--- src/ppp_pkg.sv ---
// Shared constants, field layout and pin carriers of the parallel printer port
// What this block does
// - Data readback address returns the data latch.
// - Status bit 7 shows the inverted printer busy line.
// - Status bit 6 shows live acknowledge level.
// - Status bit 5 set means paper out.
// - Status bit 4 set means printer selected.
// - Status bit 3 low means printer fault.
// - Control address write stores printer control bits.
// - Control address read returns stored control latch.
// - Bit 4 enables interrupt on acknowledge rise.
// - Control bit 3 drives select printer output.
// - Control bit 1 drives automatic line feed.
package ppp_pkg;

  // ==========================================================================
  // Register offsets on the three address lines
  localparam logic [2:0] PPP_ADDR_DATA = 3'h0;
  localparam logic [2:0] PPP_ADDR_STATUS = 3'h1;
  localparam logic [2:0] PPP_ADDR_CTRL = 3'h2;

  // ==========================================================================
  // Status field positions
  localparam int PPP_ST_BUSY_N = 7;
  localparam int PPP_ST_ACK_N = 6;
  localparam int PPP_ST_PAPER_OUT = 5;
  localparam int PPP_ST_SELECTED = 4;
  localparam int PPP_ST_FAULT_N = 3;

  // ==========================================================================
  // Control field positions
  localparam int PPP_CT_IRQ_EN = 4;
  localparam int PPP_CT_SELECT = 3;
  localparam int PPP_CT_INIT_N = 2;
  localparam int PPP_CT_AUTO_LF = 1;
  localparam int PPP_CT_STROBE = 0;
  localparam int PPP_CT_WIDTH = 5;

  // ==========================================================================
  // Reset values
  localparam logic [4:0] PPP_CTRL_RESET = 5'h04;
  localparam logic [7:0] PPP_LATCH_RESET = 8'h00;

  // ==========================================================================
  // Timing kept by software and printer, at a 25 MHz clock
  localparam int PPP_CLK_MHZ = 25;
  localparam real PPP_INIT_MIN_US = 50.0;
  localparam real PPP_STROBE_MIN_US = 0.5;
  localparam real PPP_SETUP_MIN_US = 0.5;
  localparam real PPP_ACK_TYP_US = 5.0;
  localparam int PPP_INIT_MIN_CYC = int'($ceil(PPP_INIT_MIN_US * PPP_CLK_MHZ));
  localparam int PPP_STROBE_MIN_CYC = int'($ceil(PPP_STROBE_MIN_US * PPP_CLK_MHZ));
  localparam int PPP_SETUP_MIN_CYC = int'($ceil(PPP_SETUP_MIN_US * PPP_CLK_MHZ));
  localparam int PPP_ACK_TYP_CYC = int'($floor(PPP_ACK_TYP_US * PPP_CLK_MHZ));

  // ==========================================================================
  // Pin carriers
  typedef struct packed {
    logic busy;
    logic ack_n;
    logic paper_out;
    logic printer_selected;
    logic fault_n;
  } ppp_prn_in_t;

  typedef struct packed {
    logic [7:0] data;
    logic strobe;
    logic auto_linefeed;
    logic init_n;
    logic select_printer;
  } ppp_prn_out_t;

  typedef struct packed {
    logic cs_n;
    logic rd_n;
    logic wr_n;
    logic [2:0] addr;
    logic [7:0] data;
  } ppp_cpu_in_t;

  // ==========================================================================
  // Idle pin levels, loaded into the synchronisers at reset so no false edge follows it
  localparam ppp_cpu_in_t PPP_CPU_IDLE = '{cs_n: 1'b1, rd_n: 1'b1, wr_n: 1'b1, addr: 3'h0, data: 8'h00};
  localparam ppp_prn_in_t PPP_PRN_IDLE = '{busy: 1'b0, ack_n: 1'b1, paper_out: 1'b0,
                                          printer_selected: 1'b0, fault_n: 1'b1};

endpackage : ppp_pkg

--- src/ppp_sync.sv ---
// Two-stage synchroniser for a group of asynchronous inputs
`timescale 1ns/100ps
module ppp_sync #(
  parameter int WIDTH = 1,
  parameter logic [WIDTH-1:0] RESET_VALUE = '0
) (
  input wire logic ref_clk_in,
  input wire logic sys_rst_in,
  input wire logic [WIDTH-1:0] async_in,
  output logic [WIDTH-1:0] sync_out
);
  import ppp_pkg::*;

  typedef struct packed {
    logic [WIDTH-1:0] s1;
    logic [WIDTH-1:0] s2;
  } ppp_sync_t;

  ppp_sync_t st;
  ppp_sync_t next_st;

  always_comb begin
    next_st.s1 = async_in;
    next_st.s2 = st.s1;
  end

  always_ff @(posedge ref_clk_in or posedge sys_rst_in) begin
    if (sys_rst_in) begin
      st <= '{s1: RESET_VALUE, s2: RESET_VALUE};
    end else begin
      st <= next_st;
    end
  end

  assign sync_out = st.s2;
endmodule : ppp_sync

--- src/ppp_fifo.sv ---
// Character FIFO with valid and ready on both sides
`timescale 1ns/100ps
module ppp_fifo #(
  parameter int WIDTH = 8,
  parameter int DEPTH = 16
) (
  input wire logic ref_clk_in,
  input wire logic sys_rst_in,
  input wire logic in_valid_in,
  output logic in_ready_out,
  input wire logic [WIDTH-1:0] in_data_in,
  output logic out_valid_out,
  input wire logic out_ready_in,
  output logic [WIDTH-1:0] out_data_out
);
  import ppp_pkg::*;

  localparam int AW = $clog2(DEPTH);

  typedef struct packed {
    logic [AW:0] wr_ptr;
    logic [AW:0] rd_ptr;
  } ppp_fifo_t;

  ppp_fifo_t st;
  ppp_fifo_t next_st;
  logic [WIDTH-1:0] mem [DEPTH];
  logic full;
  logic empty;
  logic push;
  logic pop;

  assign empty = (st.wr_ptr == st.rd_ptr);
  assign full = (st.wr_ptr[AW-1:0] == st.rd_ptr[AW-1:0]) && (st.wr_ptr[AW] != st.rd_ptr[AW]);
  assign push = in_valid_in && !full;
  assign pop = out_ready_in && !empty;
  assign in_ready_out = !full;
  assign out_valid_out = !empty;
  assign out_data_out = mem[st.rd_ptr[AW-1:0]];

  always_comb begin
    next_st = st;
    if (push) begin
      next_st.wr_ptr = st.wr_ptr + 1'b1;
    end
    if (pop) begin
      next_st.rd_ptr = st.rd_ptr + 1'b1;
    end
  end

  always_ff @(posedge ref_clk_in or posedge sys_rst_in) begin
    if (sys_rst_in) begin
      st <= '0;
    end else begin
      st <= next_st;
    end
  end

  // Storage needs no reset; only the pointers do
  always_ff @(posedge ref_clk_in) begin
    if (push) begin
      mem[st.wr_ptr[AW-1:0]] <= in_data_in;
    end
  end
endmodule : ppp_fifo

--- src/ppp_port.sv ---
// Parallel printer port: processor registers, character FIFO and printer pins
`timescale 1ns/100ps
module ppp_port #(
  parameter int FIFO_DEPTH = 16
) (
  input wire logic ref_clk_in,
  input wire logic sys_rst_in,
  input wire ppp_pkg::ppp_cpu_in_t cpu_in,
  output logic [7:0] cpu_data_out,
  output logic cpu_data_oe_n_out,
  output logic cpu_wr_ready_out,
  input wire ppp_pkg::ppp_prn_in_t prn_in,
  output ppp_pkg::ppp_prn_out_t prn_out,
  output logic irq_out
);
  import ppp_pkg::*;

  // ==========================================================================
  // State
  typedef struct packed {
    logic [PPP_CT_WIDTH-1:0] ctrl;
    logic [7:0] latch;
    logic latch_full;
    logic irq;
    logic wr_n_d;
    logic rd_n_d;
    logic ack_n_d;
    logic [7:0] rd_data;
    logic rd_oe_n;
  } ppp_core_t;

  ppp_core_t st;
  ppp_core_t next_st;

  // ==========================================================================
  // Input synchronisation
  ppp_cpu_in_t cpu_s;
  ppp_prn_in_t prn_s;

  ppp_sync #(
    .WIDTH($bits(ppp_cpu_in_t)),
    .RESET_VALUE(PPP_CPU_IDLE)
  ) u_sync_cpu (
    .ref_clk_in(ref_clk_in),
    .sys_rst_in(sys_rst_in),
    .async_in(cpu_in),
    .sync_out(cpu_s)
  );

  ppp_sync #(
    .WIDTH($bits(ppp_prn_in_t)),
    .RESET_VALUE(PPP_PRN_IDLE)
  ) u_sync_prn (
    .ref_clk_in(ref_clk_in),
    .sys_rst_in(sys_rst_in),
    .async_in(prn_in),
    .sync_out(prn_s)
  );

  // ==========================================================================
  // Character FIFO between processor writes and the data latch
  logic push_valid;
  logic fifo_valid;
  logic fifo_pop;
  logic [7:0] fifo_data;

  ppp_fifo #(
    .WIDTH(8),
    .DEPTH(FIFO_DEPTH)
  ) u_fifo (
    .ref_clk_in(ref_clk_in),
    .sys_rst_in(sys_rst_in),
    .in_valid_in(push_valid),
    .in_ready_out(cpu_wr_ready_out),
    .in_data_in(cpu_s.data),
    .out_valid_out(fifo_valid),
    .out_ready_in(fifo_pop),
    .out_data_out(fifo_data)
  );

  // ==========================================================================
  // Bus strobes: writes complete on the rising edge of the write strobe
  logic wr_done;
  logic rd_done;
  logic rd_active;
  logic ack_rise;
  logic strobe_rise;
  logic [7:0] status_byte;
  logic [7:0] ctrl_byte;

  assign wr_done = !st.wr_n_d && cpu_s.wr_n && !cpu_s.cs_n;
  assign rd_done = !st.rd_n_d && cpu_s.rd_n && !cpu_s.cs_n;
  assign rd_active = !cpu_s.rd_n && !cpu_s.cs_n;
  assign ack_rise = !st.ack_n_d && prn_s.ack_n;
  assign push_valid = wr_done && (cpu_s.addr == PPP_ADDR_DATA);
  assign strobe_rise = wr_done && (cpu_s.addr == PPP_ADDR_CTRL) &&
                       cpu_s.data[PPP_CT_STROBE] && !st.ctrl[PPP_CT_STROBE];

  // Next character moves into the latch only while the strobe is idle,
  // the printer is free and the previous character has been strobed;
  // never in the cycle that raises the strobe, so data cannot move under it
  assign fifo_pop = fifo_valid && !st.latch_full && !st.ctrl[PPP_CT_STROBE] && !prn_s.busy && !strobe_rise;

  // ==========================================================================
  // Status and control read images
  always_comb begin
    status_byte = 8'h00;
    status_byte[PPP_ST_BUSY_N] = !prn_s.busy;
    status_byte[PPP_ST_ACK_N] = prn_s.ack_n;
    status_byte[PPP_ST_PAPER_OUT] = prn_s.paper_out;
    status_byte[PPP_ST_SELECTED] = prn_s.printer_selected;
    status_byte[PPP_ST_FAULT_N] = prn_s.fault_n;
    ctrl_byte = {{(8 - PPP_CT_WIDTH){1'b0}}, st.ctrl};
  end

  // ==========================================================================
  // Next state
  always_comb begin
    next_st = st;
    next_st.wr_n_d = cpu_s.wr_n;
    next_st.rd_n_d = cpu_s.rd_n;
    next_st.ack_n_d = prn_s.ack_n;

    if (wr_done && (cpu_s.addr == PPP_ADDR_CTRL)) begin
      next_st.ctrl = cpu_s.data[PPP_CT_WIDTH-1:0];
    end

    // Character strobed out frees the latch for the next one
    if (strobe_rise) begin
      next_st.latch_full = 1'b0;
    end
    if (fifo_pop) begin
      next_st.latch = fifo_data;
      next_st.latch_full = 1'b1;
    end

    // interrupt on acknowledge rise, set wins over clear
    if (!st.ctrl[PPP_CT_IRQ_EN]) begin
      next_st.irq = 1'b0;
    end else if (ack_rise) begin
      next_st.irq = 1'b1;
    end else if (rd_done && (cpu_s.addr == PPP_ADDR_STATUS)) begin
      next_st.irq = 1'b0;
    end

    // Read data registered every cycle, driven while chip select and read strobe are low
    next_st.rd_oe_n = !rd_active;
    case (cpu_s.addr)
      PPP_ADDR_DATA: begin
        next_st.rd_data = st.latch;
      end
      PPP_ADDR_STATUS: begin
        next_st.rd_data = status_byte;
      end
      PPP_ADDR_CTRL: begin
        next_st.rd_data = ctrl_byte;
      end
      default: begin
        next_st.rd_data = 8'h00;
      end
    endcase
  end

  always_ff @(posedge ref_clk_in or posedge sys_rst_in) begin
    if (sys_rst_in) begin
      st.ctrl <= PPP_CTRL_RESET;
      st.latch <= PPP_LATCH_RESET;
      st.latch_full <= 1'b0;
      st.irq <= 1'b0;
      st.wr_n_d <= 1'b1;
      st.rd_n_d <= 1'b1;
      st.ack_n_d <= 1'b1;
      st.rd_data <= 8'h00;
      st.rd_oe_n <= 1'b1;
    end else begin
      st <= next_st;
    end
  end

  // ==========================================================================
  // Outputs
  always_comb begin
    prn_out.data = st.latch;
    prn_out.strobe = st.ctrl[PPP_CT_STROBE];
    prn_out.auto_linefeed = st.ctrl[PPP_CT_AUTO_LF];
    prn_out.init_n = st.ctrl[PPP_CT_INIT_N];
    prn_out.select_printer = st.ctrl[PPP_CT_SELECT];
  end

  assign cpu_data_out = st.rd_data;
  assign cpu_data_oe_n_out = st.rd_oe_n;
  assign irq_out = st.irq;
endmodule : ppp_port

--- config.mk ---
export PLATFORM = sky130hd
export DESIGN_NAME = ppp_port
export DESIGN_NICKNAME = d
export VERILOG_FILES = /design/src/ppp_pkg.sv /design/src/ppp_sync.sv /design/src/ppp_fifo.sv /design/src/ppp_port.sv
export SDC_FILE = /design/constraint.sdc
export NUM_CORES = 1
export LEC_CHECK = 0
export BUFFER_PORTS_ARGS = -buffer_cell sky130_fd_sc_hd__buf_2
export CAP_MARGIN = 20
export CORE_MARGIN = 8
export CORE_UTILIZATION = 25
export CTS_BUF_LIST = sky130_fd_sc_hd__clkbuf_4 sky130_fd_sc_hd__clkbuf_8
export DETAILED_ROUTE_END_ITERATION = 6
export SYNTH_ARGS = -nofsm -noshare
export SYNTH_HDL_FRONTEND = slang
export SYNTH_HIERARCHICAL = 1
export SYNTH_SLANG_ARGS = --single-unit
export TNS_END_PERCENT = 50
--- constraint.sdc ---
create_clock -name ref_clk_in -period 6.7 [get_ports ref_clk_in]
set_input_delay 0 -clock ref_clk_in [delete_from_list [all_inputs] [get_ports ref_clk_in]]
set_output_delay 0 -clock ref_clk_in [all_outputs]
set_load 0.01 [all_outputs]
==> metrics.yaml <==
syn_area_mm2: 0.00782
dp_slack_ns: 3.20
first_pass_iters: 4
cellLeakagePower_uw: 0.00340
synth.distinct_cells: 44
antennaDiodeCount: 0
grt-busiest-layer: "met2"
worst_slew_pin_slew_ns: 1.07
fmax_mhz: 327
drtAntennaViolNets: 0
endpoint_kind: "flip-flop"
drcViolationCount: 0
synth-seq-area-share_pct: 73.4
drtIter0Drc: 288
post_drt_wl_per_cell_um: 16.7
holdBufCountCts: 20
drive_above_1_share_pct: 34.0
hp-class: "in2async"
cts_setup_buffers: 0
synth_cells: 420
die_height_um: 193
worst_skew_pair.late_latency_ns: 0.51
grt_pass1_vias: 4229
rsz0062_at_grt: "no"
grt_first_pass_wirelength_um: 24000
synthArstFlopShare_pct: 36.9
synth_area_leaders: "edfxtp_1, dfrtp_1, mux4_2"
p_per_area_mw_per_mm2: 342
max_stage_delay_ns: 0.50
crit_chain: "buf_12, xnor2_1, nand4_1, nand2b_1, or4b_4, a41oi_4, o21ai_0, mux2_2"
most-common-layout-cells: "edfxtp_1, dfrtp_1, buf_2"
critPathLaunchType: "flip-flop"
outcome: "complete, no violations"
hold_viol_final: 0
maxSlewHeadroom_pct: 28.4
vias: 3837
fin_crit_sh_pct: 45.6
cts_root_buf: "clkbuf_8"
setup_viol: 0
critical_path_class: "reg2reg"
max_cap_viol_count: 0
grt_overflow: 0
grtUsageMet1_pct: 10.2
numCtsBuffers: 34
die_area_mm2: 0.0372
rows: 64
synth_top_flop_cell: "edfxtp_1"
use_met2_pct: 14.4
cts_resized: 0
yosysTopAreaCellShare_pct: 49.2
slowest_stage: "dfrtp_2"
final_common_cell: "edfxtp_1"
crit_required_ns: 7.08
antenna_found_initial: 0
grt_max_degree: 37
grt_use_total_pct: 8.44
synth_area_per_cell_um2: 18.6
ios: 44
yosys_register_bits: 203
peakVddDrop_mv: 0.175
hpwl_um: 10100
routed_wl_um: 15300
setup_ws_ns: 3.64
clk_transition_reported_paths_ns: 0.06
period_needed_ns: 3.06
cp.arrival_ns: 3.43
num-nets-final: 521
coreArea_mm2: 0.0307
synth_top_area_cell: "edfxtp_1"
place_congestion: 0.798
io_buffer_count: 43
fin_worst_skew_ns: 0.0229
synthToLayoutAreaGrowth_pct: 19.7
clock-sinks: 203
syn_nets: 446
cts_tree: "done"
slew_viol_final: 0
cts_buffer_depth: 3
yosys_warnings: 6
cp_max_fo: 30
vias_per_cell: 4.19
met3_usage_pct: 1.83
reg2reg_slack_ns: 3.64
h-tree-depth: 2
setup_tns_ns: 0
cp_top_family: "simple AND/OR/NAND/NOR gates"
fillCellCount: 2960
die_w_um: 193
synth-edff-count: 128
path_buf_inv: 1
initial_core_util_pct: 25.5
-- logic make-up after synthesis --
kind of cell               after synthesis  share of synthesized area, %
AOI/OAI and AO/OA                       31                          3.22
xor gates and xnor gates                12                          1.34
adders and majority gates                5                         0.800
buffers and inverters                   48                          3.94
DFF                                    203                          73.4
muxes                                   55                          12.9
and+or+nand+nor                         66                          4.34
-- power by group --
group	internal (uW)	switching (uW)
Sequential	1400	82.7
Clock	699	456
Combinational	279	283
-- flip-flops by register name (all words and copies together) (netlist names) --
signal	cells
cpu_data_oe_n_out	1
st	4
u_sync_cpu/next_st	14
irq_out	1
u_sync_cpu/sync_out	14
cpu_data_out	8
u_fifo/mem	128
u_sync_prn/next_st	5
ctrl_byte	1
u_sync_prn/sync_out	5
prn_out	12
u_fifo/st	10
-- cells in the mapped netlist (7+ instances only) --
library cell  number
mux2_2            16
mux4_2            21
mux4_1            11
inv_1              9
dfstp_2           15
buf_4             21
dfrtp_1           60
a22oi_1           16
nand2_1           19
nor3_1            15
xnor2_1           11
mux2i_1            7
edfxtp_1         128
nor2_1             8
buf_2              7
-- cell type report --
class                   count  area, um^2  area share (%)
flip-flops and latches    203        5740            61.4
multi-input cells         169        1770            18.9
clock buffers              54         656            7.01
repair buffers             78         573            6.13
well taps                 396         495            5.30
clock inverters             7        85.1           0.910
inverters                   9        33.8           0.361
-- worst reg2reg max path, stage by stage (launching register included) --
cell and delay (ns):
dfrtp_2 0.50, buf_12 0.28, xnor2_1 0.13, nand4_1 0.38, nand2b_1 0.16, or4b_4 0.48, a41oi_4 0.43, o21ai_0 0.26
mux2_2 0.33
-- routing by layer --
metal | routed length (um) | vias to the layer above
li1 | - | 1759
met1 | 6200 | 1944
met2 | 7860 | 102
met3 | 866 | 32
met4 | 376 | 0
met5 | 0 | -
-- path summary, 6_finish.rpt --
path	from	to	cells after the start
worst max register to register	u_fifo/st[1]$_DFFE_PP0P_	u_fifo/st[1]$_DFFE_PP0P_	8
worst min register to register	u_sync_cpu/next_st[10]$_DFF_PP0_	u_sync_cpu/sync_out[10]$_DFF_PP0_	0
worst max-delay path	u_fifo/st[1]$_DFFE_PP0P_	u_fifo/st[1]$_DFFE_PP0P_	8
min in group ref_clk_in	cpu_in[3]	u_sync_cpu/next_st[3]$_DFF_PP0_	2
max in group asynchronous	sys_rst_in	u_sync_cpu/sync_out[7]$_DFF_PP0_	4
worst min-delay path	sys_rst_in	prn_out[3]$_DFFE_PP0P_	3
-- metrics by stage --
step	total power, uW	util (%)	cell area (um^2)	hold slack (ns)	std cells
after floorplan	1950	-	7820	-0.163	420
after global placement	2040	27.1	8320	0.00627	829
after detailed placement	2060	27.1	8320	0.0292	829
after CTS	3230	30.2	9260	0.0443	910
after global routing	3360	30.5	9350	0.0248	916
final	3200	30.5	9350	0.0130	916
Power figures use the tool's default switching activity.
